==> config.mk <==
export PLATFORM = sky130hd
export DESIGN_NAME = pfsm_port_f_signal_mux
export DESIGN_NICKNAME = d
export VERILOG_FILES = /design/src/pfsm_port_f_signal_mux.v /design/src/pfsm_sel_reg.v /design/src/pfsm_clk_out.v
export VERILOG_INCLUDE_DIRS = /design/src
export SDC_FILE = /design/constraint.sdc
export NUM_CORES = 1
export LEC_CHECK = 0
export CORE_UTILIZATION = 40
export DETAILED_ROUTE_END_ITERATION = 16
export DONT_BUFFER_PORTS = 1
export MAX_ROUTING_LAYER = met4
export PLACE_DENSITY = 0.54
export SYNTH_ARGS = -nofsm -noshare
export SYNTH_HDL_FRONTEND = slang
export SYNTH_SLANG_ARGS = --single-unit
==> constraint.sdc <==
create_clock -name i_ref_clk -period 1.6 [get_ports i_ref_clk]
set_input_delay 0.08 -clock i_ref_clk [delete_from_list [all_inputs] [get_ports i_ref_clk]]
set_output_delay 0.08 -clock i_ref_clk [all_outputs]
set_load 0.02 [all_outputs]
==> src/pfsm_map.vh <==
`ifndef PFSM_MAP_VH
`define PFSM_MAP_VH
// ============================================================
// Function select codes, one-hot per line.
`define PFSM_SEL_W        4
`define PFSM_SEL_GPIO     4'h1
`define PFSM_SEL_ALT1     4'h2
`define PFSM_SEL_ALT2     4'h4
`define PFSM_SEL_ALT3     4'h8
`define PFSM_SEL_RESET    4'h1
// ============================================================
// Line indices of the nine-line port.
`define PFSM_LINES        9
`define PFSM_L_SCLK       0
`define PFSM_L_CLKO       1
`define PFSM_L_SCL        2
`define PFSM_L_RET        2
`define PFSM_L_FWD        3
`define PFSM_L_TX         4
`define PFSM_L_RX         5
`define PFSM_L_AUX3       6
`define PFSM_L_SSEL       7
`define PFSM_L_RX0        8
// ============================================================
// Clock output source codes.
`define PFSM_CKO_W        2
`define PFSM_CKO_RESET    2'h0
`endif

==> src/pfsm_port_f_signal_mux.v <==
`include "pfsm_map.vh"
// Summary of operation
// - After reset all lines are GPIO inputs with pull-up, no alternate.
// - Serial clock line drives out as master, is the clock input as slave.
// - Return-data line is input as master, device output as slave.
// - Slave return-data output floats whenever the line 7 pad reads high, whether or not line 7 is routed as slave select.
// - Forward-data line drives out as master, is sampled in slave mode.
// - External master asserts low slave select to address the device.
// - Buffered clock out uses source picked by clock-output select field.
// - Transmit line is output, or shared transmit/receive in single-wire mode.
// - Asserted fault inputs 6 and 7 disable PWM outputs 6 and 7.
// - Auxiliary PWM lines drive outputs or feed input capture.
module pfsm_port_f_signal_mux (
	input  wire                         i_ref_clk,       // 20 MHz clock.
	input  wire                         i_rst_n,         // Async reset.
	input  wire [`PFSM_LINES*`PFSM_SEL_W-1:0] i_line_sel, // Per-line select.
	input  wire                         i_spi_master,    // Serial is master.
	input  wire                         i_sci_single,    // Single-wire mode.
	input  wire [1:0]                   i_aux_capture,   // Aux lines capture.
	input  wire [`PFSM_CKO_W-1:0]       i_clock_out_source_select, // Field.
	input  wire [3:0]                   i_clk_sources,   // Clock candidates.
	input  wire                         i_external_clock_select, // Osc bit.
	input  wire [`PFSM_LINES-1:0]       i_pad_in,        // Pad levels.
	input  wire [`PFSM_LINES-1:0]       i_gpio_out,      // GPIO data.
	input  wire [`PFSM_LINES-1:0]       i_gpio_dir,      // GPIO 1 = out.
	input  wire                         i_spi_sclk_out,  // Master clock.
	input  wire                         i_spi_fwd_out,   // Master data.
	input  wire                         i_spi_ret_out,   // Slave data.
	input  wire                         i_spi_ss_n_out,  // Master select.
	input  wire                         i_sci_tx,        // Transmit data.
	input  wire                         i_sci_tx_oe,     // Single-wire drive.
	input  wire [1:0]                   i_pwm_aux_out,   // Aux outputs.
	input  wire [1:0]                   i_pwm_out_67,    // PWM outputs 6,7.
	input  wire [3:0]                   i_xbar_out,      // Crossbar out 6..9.
	input  wire                         i_scl_low,       // Bus clock pull.
	input  wire                         i_cmp_d,         // Comparator D.
	output reg  [`PFSM_LINES-1:0]       o_pad_out,       // Pad data.
	output reg  [`PFSM_LINES-1:0]       o_pad_oe,        // Pad drive.
	output reg  [`PFSM_LINES-1:0]       o_pad_pullup,    // Pull-up enable.
	output reg  [`PFSM_LINES-1:0]       o_gpio_in,       // GPIO read.
	output reg                          o_spi_sclk_in,   // Slave clock in.
	output reg                          o_spi_ret_in,    // Master data in.
	output reg                          o_spi_fwd_in,    // Slave data in.
	output reg                          o_spi_ss_n_in,   // Slave select in.
	output reg                          o_sci_rx,        // Receive data.
	output reg  [1:0]                   o_pwm_capture,   // Capture inputs.
	output reg  [1:0]                   o_pwm_fault,     // Fault 6,7 seen.
	output reg  [1:0]                   o_pwm_67_gated,  // Gated PWM 6,7.
	output reg  [1:0]                   o_xbar_in,       // Crossbar in 6,7.
	output reg                          o_scl_in,        // Bus clock in.
	output wire                         o_ext_clk_in,    // Ext clock used.
	output wire                         o_buffered_clock_out // Clock out.
);
	// ============================================================
	// Selection state.
	wire [`PFSM_LINES*`PFSM_SEL_W-1:0] sel;
	pfsm_sel_reg #(
		.LINES (`PFSM_LINES)
	) u_sel (
		.i_ref_clk (i_ref_clk),
		.i_rst_n   (i_rst_n),
		.i_sel     (i_line_sel),
		.o_sel     (sel)
	);

	function [`PFSM_SEL_W-1:0] fsel;
		input [`PFSM_LINES*`PFSM_SEL_W-1:0] s;
		input integer l;
		begin
			fsel = s[l*`PFSM_SEL_W +: `PFSM_SEL_W];
		end
	endfunction

	// ============================================================
	// Clock output.
	wire ck_out;
	pfsm_clk_out u_cko (
		.i_ref_clk (i_ref_clk),
		.i_rst_n   (i_rst_n),
		.i_src_sel (i_clock_out_source_select),
		.i_sources (i_clk_sources),
		.o_clk     (ck_out)
	);
	// The clock output stays combinational so the divided source is not
	// resampled by the 20 MHz clock and keeps its own edges.
	assign o_buffered_clock_out = (fsel(sel, `PFSM_L_CLKO) ==
		`PFSM_SEL_ALT1) ? ck_out : 1'b0;
	// The external clock is only taken when both select bits agree;
	// powering down the oscillator is left to software.
	assign o_ext_clk_in = (fsel(sel, `PFSM_L_SCLK) == `PFSM_SEL_ALT1) &&
		i_external_clock_select;

	// ============================================================
	// Registered input path.
	reg [`PFSM_LINES-1:0] pad_reg;
	always @(posedge i_ref_clk or negedge i_rst_n) begin
		if (!i_rst_n) begin
			pad_reg <= {`PFSM_LINES{1'b1}};
		end else begin
			pad_reg <= i_pad_in;
		end
	end

	// ============================================================
	// Pad driver mux.
	integer n;
	reg [`PFSM_SEL_W-1:0] s;
	always @* begin
		s = 4'h0;
		o_pad_out = {`PFSM_LINES{1'b0}};
		o_pad_oe = {`PFSM_LINES{1'b0}};
		o_pad_pullup = {`PFSM_LINES{1'b0}};
		for (n = 0; n < `PFSM_LINES; n = n + 1) begin
			s = fsel(sel, n);
			if (s == `PFSM_SEL_GPIO) begin
				o_pad_out[n] = i_gpio_out[n];
				o_pad_oe[n] = i_gpio_dir[n];
				o_pad_pullup[n] = ~i_gpio_dir[n];
			end
		end
		// Line 0: crossbar in 6, serial clock.
		if (fsel(sel, 0) == `PFSM_SEL_ALT2) begin
			o_pad_out[0] = i_spi_sclk_out;
			o_pad_oe[0] = i_spi_master;
		end
		// Line 1: clock out, crossbar in 7, comparator D.
		if (fsel(sel, 1) == `PFSM_SEL_ALT1) begin
			o_pad_out[1] = ck_out;
			o_pad_oe[1] = 1'b1;
		end else if (fsel(sel, 1) == `PFSM_SEL_ALT3) begin
			o_pad_out[1] = i_cmp_d;
			o_pad_oe[1] = 1'b1;
		end
		// Line 2: bus clock open drain, crossbar out 6, return data.
		if (fsel(sel, 2) == `PFSM_SEL_ALT1) begin
			o_pad_out[2] = 1'b0;
			o_pad_oe[2] = i_scl_low;
		end else if (fsel(sel, 2) == `PFSM_SEL_ALT2) begin
			o_pad_out[2] = i_xbar_out[0];
			o_pad_oe[2] = 1'b1;
		end else if (fsel(sel, 2) == `PFSM_SEL_ALT3) begin
			o_pad_out[2] = i_spi_ret_out;
			// Drive only as a slave with the line 7 pad low, routed or not; float otherwise.
			o_pad_oe[2] = ~i_spi_master & ~pad_reg[`PFSM_L_SSEL];
		end
		// Line 3: crossbar out 7, forward data.
		if (fsel(sel, 3) == `PFSM_SEL_ALT2) begin
			o_pad_out[3] = i_xbar_out[1];
			o_pad_oe[3] = 1'b1;
		end else if (fsel(sel, 3) == `PFSM_SEL_ALT3) begin
			o_pad_out[3] = i_spi_fwd_out;
			o_pad_oe[3] = i_spi_master;
		end
		// Line 4: transmit, crossbar out 8, aux channel 0 / fault 6.
		if (fsel(sel, 4) == `PFSM_SEL_ALT1) begin
			o_pad_out[4] = i_sci_tx;
			o_pad_oe[4] = i_sci_single ? i_sci_tx_oe : 1'b1;
		end else if (fsel(sel, 4) == `PFSM_SEL_ALT2) begin
			o_pad_out[4] = i_xbar_out[2];
			o_pad_oe[4] = 1'b1;
		end else if (fsel(sel, 4) == `PFSM_SEL_ALT3) begin
			o_pad_out[4] = i_pwm_aux_out[0];
			o_pad_oe[4] = ~i_aux_capture[0];
		end
		// Line 5: receive, crossbar out 9, aux channel 1 / fault 7.
		if (fsel(sel, 5) == `PFSM_SEL_ALT2) begin
			o_pad_out[5] = i_xbar_out[3];
			o_pad_oe[5] = 1'b1;
		end else if (fsel(sel, 5) == `PFSM_SEL_ALT3) begin
			o_pad_out[5] = i_pwm_aux_out[1];
			o_pad_oe[5] = ~i_aux_capture[1];
		end
		// Line 7: slave select, driven by the device only as master.
		if (fsel(sel, 7) == `PFSM_SEL_ALT2) begin
			o_pad_out[7] = i_spi_ss_n_out;
			o_pad_oe[7] = i_spi_master;
		end
	end

	// ============================================================
	// Registered inputs to peripherals.
	// Fault lines are the fourth function of lines 4 and 5 when the aux
	// channel is set for capture; faults share the capture select there.
	wire f6 = (fsel(sel, 4) == `PFSM_SEL_ALT3) && i_aux_capture[0] &&
		pad_reg[4];
	wire f7 = (fsel(sel, 5) == `PFSM_SEL_ALT3) && i_aux_capture[1] &&
		pad_reg[5];
	always @(posedge i_ref_clk or negedge i_rst_n) begin
		if (!i_rst_n) begin
			o_gpio_in <= {`PFSM_LINES{1'b1}};
			o_spi_sclk_in <= 1'b0;
			o_spi_ret_in <= 1'b0;
			o_spi_fwd_in <= 1'b0;
			o_spi_ss_n_in <= 1'b1;
			o_sci_rx <= 1'b1;
			o_pwm_capture <= 2'h0;
			o_pwm_fault <= 2'h0;
			o_pwm_67_gated <= 2'h0;
			o_xbar_in <= 2'h0;
			o_scl_in <= 1'b1;
		end else begin
			o_gpio_in <= pad_reg;
			o_spi_sclk_in <= (fsel(sel, 0) == `PFSM_SEL_ALT2) &&
				!i_spi_master && pad_reg[0];
			o_spi_ret_in <= (fsel(sel, 2) == `PFSM_SEL_ALT3) &&
				i_spi_master && pad_reg[2];
			o_spi_fwd_in <= (fsel(sel, 3) == `PFSM_SEL_ALT3) &&
				!i_spi_master && pad_reg[3];
			// Unrouted select reads as not asserted.
			o_spi_ss_n_in <= !((fsel(sel, 7) == `PFSM_SEL_ALT2) &&
				!i_spi_master && !pad_reg[7]);
			if (fsel(sel, 5) == `PFSM_SEL_ALT1) begin
				o_sci_rx <= pad_reg[5];
			end else if (fsel(sel, 4) == `PFSM_SEL_ALT1 && i_sci_single) begin
				o_sci_rx <= pad_reg[4];
			end else begin
				o_sci_rx <= 1'b1;
			end
			o_pwm_capture <= {pad_reg[5] & (fsel(sel, 5) == `PFSM_SEL_ALT3),
				pad_reg[4] & (fsel(sel, 4) == `PFSM_SEL_ALT3)};
			o_pwm_fault <= {f7, f6};
			o_pwm_67_gated <= i_pwm_out_67 & ~{f7, f6};
			o_xbar_in <= {pad_reg[1] & (fsel(sel, 1) == `PFSM_SEL_ALT2),
				pad_reg[0] & (fsel(sel, 0) == `PFSM_SEL_ALT1)};
			o_scl_in <= (fsel(sel, 2) == `PFSM_SEL_ALT1) ? pad_reg[2] : 1'b1;
		end
	end
endmodule

==> src/pfsm_sel_reg.v <==
`include "pfsm_map.vh"
// ============================================================
// Per-line selection holder; illegal codes fall back to GPIO.
module pfsm_sel_reg #(
	parameter LINES = `PFSM_LINES
) (
	input  wire                        i_ref_clk, // Clock.
	input  wire                        i_rst_n,   // Async reset.
	input  wire [LINES*`PFSM_SEL_W-1:0] i_sel,    // Requested selects.
	output reg  [LINES*`PFSM_SEL_W-1:0] o_sel     // Legal one-hot selects.
);
	function onehot;
		input [`PFSM_SEL_W-1:0] v;
		begin
			onehot = (v != 4'h0) && ((v & (v - 4'h1)) == 4'h0);
		end
	endfunction

	reg [LINES*`PFSM_SEL_W-1:0] sel_next;
	integer k;
	always @* begin
		sel_next = {LINES*`PFSM_SEL_W{1'b0}};
		for (k = 0; k < LINES; k = k + 1) begin
			if (onehot(i_sel[k*`PFSM_SEL_W +: `PFSM_SEL_W])) begin
				sel_next[k*`PFSM_SEL_W +: `PFSM_SEL_W] =
					i_sel[k*`PFSM_SEL_W +: `PFSM_SEL_W];
			end else begin
				sel_next[k*`PFSM_SEL_W +: `PFSM_SEL_W] = `PFSM_SEL_GPIO;
			end
		end
	end

	always @(posedge i_ref_clk or negedge i_rst_n) begin
		if (!i_rst_n) begin
			o_sel <= {LINES{`PFSM_SEL_RESET}};
		end else begin
			o_sel <= sel_next;
		end
	end
endmodule

==> src/pfsm_clk_out.v <==
`include "pfsm_map.vh"
// ============================================================
// Buffered clock output source chooser.
module pfsm_clk_out (
	input  wire                   i_ref_clk,  // Clock.
	input  wire                   i_rst_n,    // Async reset.
	input  wire [`PFSM_CKO_W-1:0] i_src_sel,  // Source select field.
	input  wire [3:0]             i_sources,  // Candidate clocks.
	output reg                    o_clk       // Chosen clock.
);
	reg [`PFSM_CKO_W-1:0] sel_reg;
	always @(posedge i_ref_clk or negedge i_rst_n) begin
		if (!i_rst_n) begin
			sel_reg <= `PFSM_CKO_RESET;
		end else begin
			sel_reg <= i_src_sel;
		end
	end
	always @* begin
		o_clk = i_sources[sel_reg];
	end
endmodule

==> summary.md, run 1 <==
| Metric | Value |
|---|---|
| Fin nets | 447 |
| CP top delay family | flip-flops |
| Arrival time worst endpoint | 1.57 ns |
| Buf/Inv on CP | 1 |
| Vias in the first global route | 2534 |
| Drt pass-1 iters | 5 |
| WP data required | 1.52 ns |
| Largest register FFs | 36 |
| Commonest cells after routing, fill and taps aside | 67 x dlygate4sd3_1, 35 x dfrtp_1, 30 x dfstp_2 |
| Peak Freq | 604 MHz |
| Synth warn | 0 |
| Cell Area, Placed | 0.00331 mm^2 |
| CP max-delay cell | dfrtp_1 |
| Primary FF master, synth | dfrtp_1 |
| CP max FO | 5 |
| Max Cap Viol | 0 |
| RSZ-0062 raised after global routing | yes |
| Die height | 89.8 um |
| H-Tree Level Count | 3 |
| Syn Area/Cell | 11.9 um^2 |
| Layout Utilization | 60.7% |
| Status | complete, but fails checks |
| Syn nets | 350 |
| Clk buf depth | 2 |
| Synthesized cell area | 0.00308 mm^2 |
| Seq/Total Area, Yosys | 58.1% |
| Slowest stage delay, CP | 0.43 ns |
| Routed Antenna Nets | 0 |
| Hold Path Class | in -> async |
| Element type at the critical path end | output port |
| CP Launch Type | register |
| Part of the cycle the worst path needs | 103% |
| Leakage | 1.88 nW |
| Number of buffers created by CTS | 9 |
| Number of core rows | 31 |
| Port Buf Inserts | 0 |
| Max Slew Vio Count | 0 |
| Core area | 0.00733 mm^2 |
| Final RePlAce weighted congestion | 0.810 |
| Largest net degree at the start of global routing | 71 |
| First-pass GRT wire length | 11.3 mm |
| Final worst slack | -0.0545 ns |
| Initial antenna violation count | 1 |
| Skew final | 0.00662 ns |
| Die area | 0.00806 mm^2 |
| Crit Path Category | reg -> out |
| Failing checks | negative hold slack, negative setup slack |
| Starting Density | 42.0% |
| Worst slew pin tran | 0.372 ns |
| Final TNS setup | -0.122 ns |
| Synth cell types | 42 |
| Cts hold-fix bufs | 67 |
| Min cycle time layout | 1.65 ns |
| HPWL after DPL | 4.49 mm |
| Post-synth EDFFs | 0 |
| Die width | 89.8 um |
| CTS Sinks | 70 |
| Cell area after layout | 0.00445 mm^2 |
| #FFs+latches synth | 70 |
| Final hold vios | 70 |
| WHS | -0.569 ns |
| Final setup violation count | 5 |
| Gate Count Post-Synth | 258 |
| Pwr/cell area | 946 mW/mm^2 |
| # DRC | 0 |
| Drt first-iter violations | 79 |
| Commonest non-fill, non-tap cell in the layout | dlygate4sd3_1 |
| Post-synth ARST share | 100% |
| Top-Level Pins | 144 |
| CP Launch Point | u_sel.o_sel[11] |
| Aggregate global routing overflow | 0 |
| Gr usage total | 18.3% |
| Largest vdd supply drop | 646 uV |
| WL/cell | 15.6 um |
| Ordered list of cells on the worst path | and2b_2 > o21bai_1 > a221oi_2 > buf_4 |
| Rel. slew slack | 74.8% |
| Share of layout cells above drive strength 1 | 33.6% |
| Clk_lat worst skew | 0.33 ns |
| Clk Tree Root Cell | clkbuf_8 |
| Clock Pin Slew Worst Setup and Hold Paths | 0.07 ns |
| Worst r2r src | u_sel.o_sel[16] |
| DRT Wirelength | 7.16 mm |
| Via/cell ratio | 5.30 |
| Area Growth Syn to Fin | 44.6% |
| Total number of vias | 2439 |
| CTS tree | built |
[synthesized netlist by cell type, drive strengths merged, types with 5 or more instances]
master  instances  area share [%]
a22oi           5             1.2
and2            8             1.6
dfrtp          40              32
dfstp          30              26
nand2           7            0.85
nand3           7             1.1
nand3b          7             1.7
nor2           10             1.2
nor2b          13             2.6
nor3           11             1.8
nor3b          21             5.1
nor4b          20             6.4
o21ai          18             2.9
or2             7             1.4
xor2            9             2.6
[worst register-to-register path, stage by stage (launching register included)]
cell	delay, ns
dfstp_2	0.39
buf_4	0.14
nor4b_4	0.32
nand3b_1	0.11
mux2_4	0.26
[kinds of logic after synthesis]
kind of cell           Yosys count  share of synthesized area (%)
buffers and inverters            6                          0.771
AND/OR/NAND/NOR                125                           27.9
AO/OA/AOI/OAI                   45                           9.50
flip-flops                      70                           58.1
XOR/XNOR                         9                           2.56
multiplexers                     3                           1.22
[where the power goes]
group / total [mW] / internal [mW] / switching [mW]
registers: 1.97 / 1.88 / 0.0932
clock network: 1.66 / 1.03 / 0.625
logic: 0.586 / 0.325 / 0.261
total: 4.21 / 3.23 / 0.980
[per-layer routing]
metal | global-route usage, % | wire length, um | vias to the layer above
li1 | - | - | 1151
met1 | 18.6 | 2750 | 1186
met2 | 32.6 | 3800 | 94
met3 | 7.02 | 525 | 8
met4 | 5.46 | 84 | 0
met5 | - | 0 | -
[final timing paths]
check	slack [ns]	endpoint	cells past startpoint
min in group i_ref_clk	0.02	u_sel.o_sel[18]	3
max	-0.05	o_pad_out[2]	4
max reg2reg	0.32	o_sci_rx	4
min reg2reg	0.35	o_gpio_in[6]	0
min	-0.57	o_spi_fwd_in	0
max in group asynchronous	1.97	u_sel.o_sel[16]	0
[metrics by stage]
step,power (mW),std cells,setup slack (ns),hold slack [ns]
after floorplan,2.27,258,0.0886,-0.216
after global placement,2.37,370,0.242,-0.214
after detailed placement,2.37,370,0.200,-0.214
after CTS,4.23,458,-0.0586,-0.594
after global routing,4.40,460,-0.159,-0.599
final,4.21,460,-0.0545,-0.569
[repair_timing]
item,4_1_cts,5_1_grt
endpoints found under the setup margin,19,21
endpoints found under the hold margin,126,70
gates cloned,0,0
pin swaps,6,4
setup buffers,5,1
resized for setup,24,25
[final cells by class]
class                      instances  area, um^2
multi-input combinational        182        1450
fill                             571        2880
inverter                           4        15.0
sequential                        70        1800
timing repair buffer              88         828
tap                               99         124
antenna                            1        2.50
clock inverter                     6         110
clock buffer                      10         128
Power figures use the tool's default switching activity.
==> run 2, diff against run 1 <==
--- a/config.mk
+++ b/config.mk
@@ -6,11 +6,14 @@
 export SDC_FILE = /design/constraint.sdc
 export NUM_CORES = 1
 export LEC_CHECK = 0
+export ABC_AREA = 1
+export CELL_PAD_IN_SITES_DETAIL_PLACEMENT = 1
+export CELL_PAD_IN_SITES_GLOBAL_PLACEMENT = 1
 export CORE_UTILIZATION = 40
 export DETAILED_ROUTE_END_ITERATION = 16
 export DONT_BUFFER_PORTS = 1
 export MAX_ROUTING_LAYER = met4
-export PLACE_DENSITY = 0.54
+export PLACE_DENSITY = 0.71
 export SYNTH_ARGS = -nofsm -noshare
 export SYNTH_HDL_FRONTEND = slang
 export SYNTH_SLANG_ARGS = --single-unit
==> summary.md, run 2 <==
| Metric | Value |
|---|---|
| Status | complete, but fails checks |
| Failing checks | negative hold slack |
| Die area | 0.00844 mm^2 |
| Area share of and/or/nand/nor cells after synthesis | 30.8% |
| CTS tree | built |
| Drt pass-1 iters | 4 |
| Ant. Diodes | 0 |
| Area Growth Syn to Fin | 36.6% |
| First-pass GRT wire length | 13.9 mm |
| Final setup violation count | 0 |
| Gate Count Post-Synth | 373 |
| Core area | 0.00777 mm^2 |
| Synth warn | 0 |
| WP data required | 1.52 ns |
| Cts hold-fix bufs | 80 |
| Leading cell type by number of instances after synthesis | inv_1 |
| Element type at the critical path end | output port |
| HPWL after DPL | 5.27 mm |
| Post-synth EDFFs | 0 |
| CP max-delay cell | dfrtp_1 |
| Gr usage total | 22.0% |
| # DRC | 0 |
| Starting Density | 41.6% |
| Peak Freq | 653 MHz |
| Syn nets | 465 |
| #FFs+latches synth | 70 |
| Max Slew Vio Count | 0 |
| Largest family of logic cells by synthesized area | simple AND/OR/NAND/NOR gates |
| Worst slew pin tran | 0.439 ns |
| Cell Area, Placed | 0.00337 mm^2 |
| RR Endpoint | o_pwm_67_gated[1] |
| Commonest cells after routing, fill and taps aside | 85 x inv_1, 80 x dlygate4sd3_1, 56 x nor2_1 |
| Final TNS setup | 0 ns |
| Top post-synthesis cells by area | dfrtp_1 31%, dfstp_2 24%, inv_1 9.9%, nor2_1 7.0%, nand3_1 5.1% |
| Mux cell area share after synthesis | 0% |
| Part of the cycle the worst path needs | 95.7% |
| Port Buf Inserts | 0 |
| Syn Area/Cell | 8.66 um^2 |
| Top cell type's share of synthesized area | 31.0% |
| Rel. slew slack | 70.6% |
| Total number of vias | 2861 |
| Synth cell types | 24 |
| DRT Wirelength | 8.57 mm |
| Routed Antenna Nets | 0 |
| Fin nets | 558 |
| Clk_lat worst skew | 0.34 ns |
| Hold Path Class | in -> async |
| Synthesized cell area | 0.00323 mm^2 |
| Die width | 91.9 um |
| Skew final | 0.00943 ns |
| Seq/Total Area, Yosys | 55.4% |
| Die height | 91.9 um |
| Power Total | 3.86 mW |
| Primary FF master, synth | dfrtp_1 |
| Clk Tree Root Cell | clkbuf_8 |
| Arrival time worst endpoint | 1.45 ns |
| Aggregate global routing overflow | 0 |
| Slowest stage delay, CP | 0.37 ns |
| Drt first-iter violations | 74 |
| Synth area leader | dfrtp_1 |
| Cell area after layout | 0.00441 mm^2 |
| CTS Sinks | 70 |
| Reg2Reg Setup Slack | 0.52 ns |
| Area occupied by registers | 0.00179 mm^2 |
| WL/cell | 15.0 um |
| XOR/XNOR Fraction of Synth Area | 0% |
| Multi-input logic area | 0.00114 mm^2 |
| Via/cell ratio | 4.99 |
| Leakage | 2.27 nW |
| Worst R2R Path Depth | 6 |
| Initial antenna violation count | 0 |
| Post-synth ARST share | 100% |
| Pwr/cell area | 875 mW/mm^2 |
| Top-Level Pins | 144 |
| Post-synthesis compound-gate area fraction | 3.49% |
| Largest net degree at the start of global routing | 71 |
| Max Cap Viol | 0 |
| Worst r2r src | u_sel.o_sel[21] |
| WHS | -0.571 ns |
| Min cycle time layout | 1.53 ns |
| CP Launch Type | register |
| Ordered list of cells on the worst path | nor2_2 > nand3_1 > nor2_1 |
| Clock Pin Slew Worst Setup and Hold Paths | 0.08 ns |
| RSZ-0062 raised after global routing | no |
| Clk buf depth | 2 |
| H-Tree Level Count | 3 |
| Final hold vios | 70 |
| Commonest non-fill, non-tap cell in the layout | inv_1 |
| Final RePlAce weighted congestion | 0.778 |
| Largest register FFs | 36 |
| Top cells by count, synth | 85 x inv_1, 60 x nor2_1, 40 x dfrtp_1 |
| Fraction of the mapped netlist area in adder cells | 0% |
| Share of layout cells above drive strength 1 | 16.1% |
| CP max FO | 4 |
| Largest vdd supply drop | 414 uV |
| Number of core rows | 32 |
| Fillers | 921 |
| Vias in the first global route | 3038 |
| Number of buffers created by CTS | 9 |
| Crit Path Category | reg -> out |
==> run 2: repair_timing <==
action / 4_1_cts / 5_1_grt
setup endpoints to repair: 0 / 9
buffers inserted: 0 / 0
hold endpoints to repair: 126 / 70
gates resized for setup: 0 / 11
==> run 2: kinds of logic (layout without fill, tap and decap cells) <==
family          Yosys count  after routing
compound gates           17             17
buf+inv                  89            187
simple gates            197            197
flops                    70             70
==> run 2: cell type report <==
class / instances / share of cell area, %
flip-flops and latches: 70 / 40.6
inverters: 89 / 7.57
repair buffers: 82 / 18.5
clock buffers: 12 / 3.52
clock inverters: 4 / 1.02
well taps: 102 / 2.89
multi-input cells: 214 / 25.9
==> run 2: metal layers <==
metal,global-route usage [%],up-vias,part of all wire (%)
met3,5.97,10,6.4
li1,-,1358,-
met5,-,-,0
met1,22.2,1387,38
met2,41.4,106,54
met4,6.25,0,1.4
==> run 2: where the power goes <==
group	switching [mW]	internal, mW
Clock	0.626	0.798
Sequential	0.0607	1.86
Combinational	0.286	0.226
Total	0.974	2.89
==> run 2: critical path, delay by kind of cell, from the launching register on <==
family / cells / cell delay (ns)
simple gates: 3 / 0.75
flops: 1 / 0.37
==> run 2: worst max path at each step <==
stage,from,end,slack (ns),depth (start not counted)
after floorplan,u_sel.o_sel[10],o_pad_pullup[2],0.42,3
after global placement,u_sel.o_sel[16],o_pad_pullup[4],0.43,4
after CTS,u_sel.o_sel[16],o_pad_pullup[4],0.04,4
final,u_sel.o_sel[29],o_pad_pullup[7],0.07,3
after global routing,u_sel.o_sel[10],o_pad_oe[2],0.001,5
after detailed placement,u_sel.o_sel[16],o_pad_pullup[4],0.41,4
==> run 2: stage by stage <==
step           hold WS, ns  std cells  utilization (%)  setup WS, ns
2_1_floorplan       -0.216        373                -         0.425
3_3_place_gp        -0.214        477             43.4         0.427
3_5_place_dp        -0.215        477             43.4         0.415
4_1_cts             -0.586        573             56.3        0.0384
5_1_grt             -0.597        573             56.8       0.00150
6_report            -0.571        573             56.8        0.0695
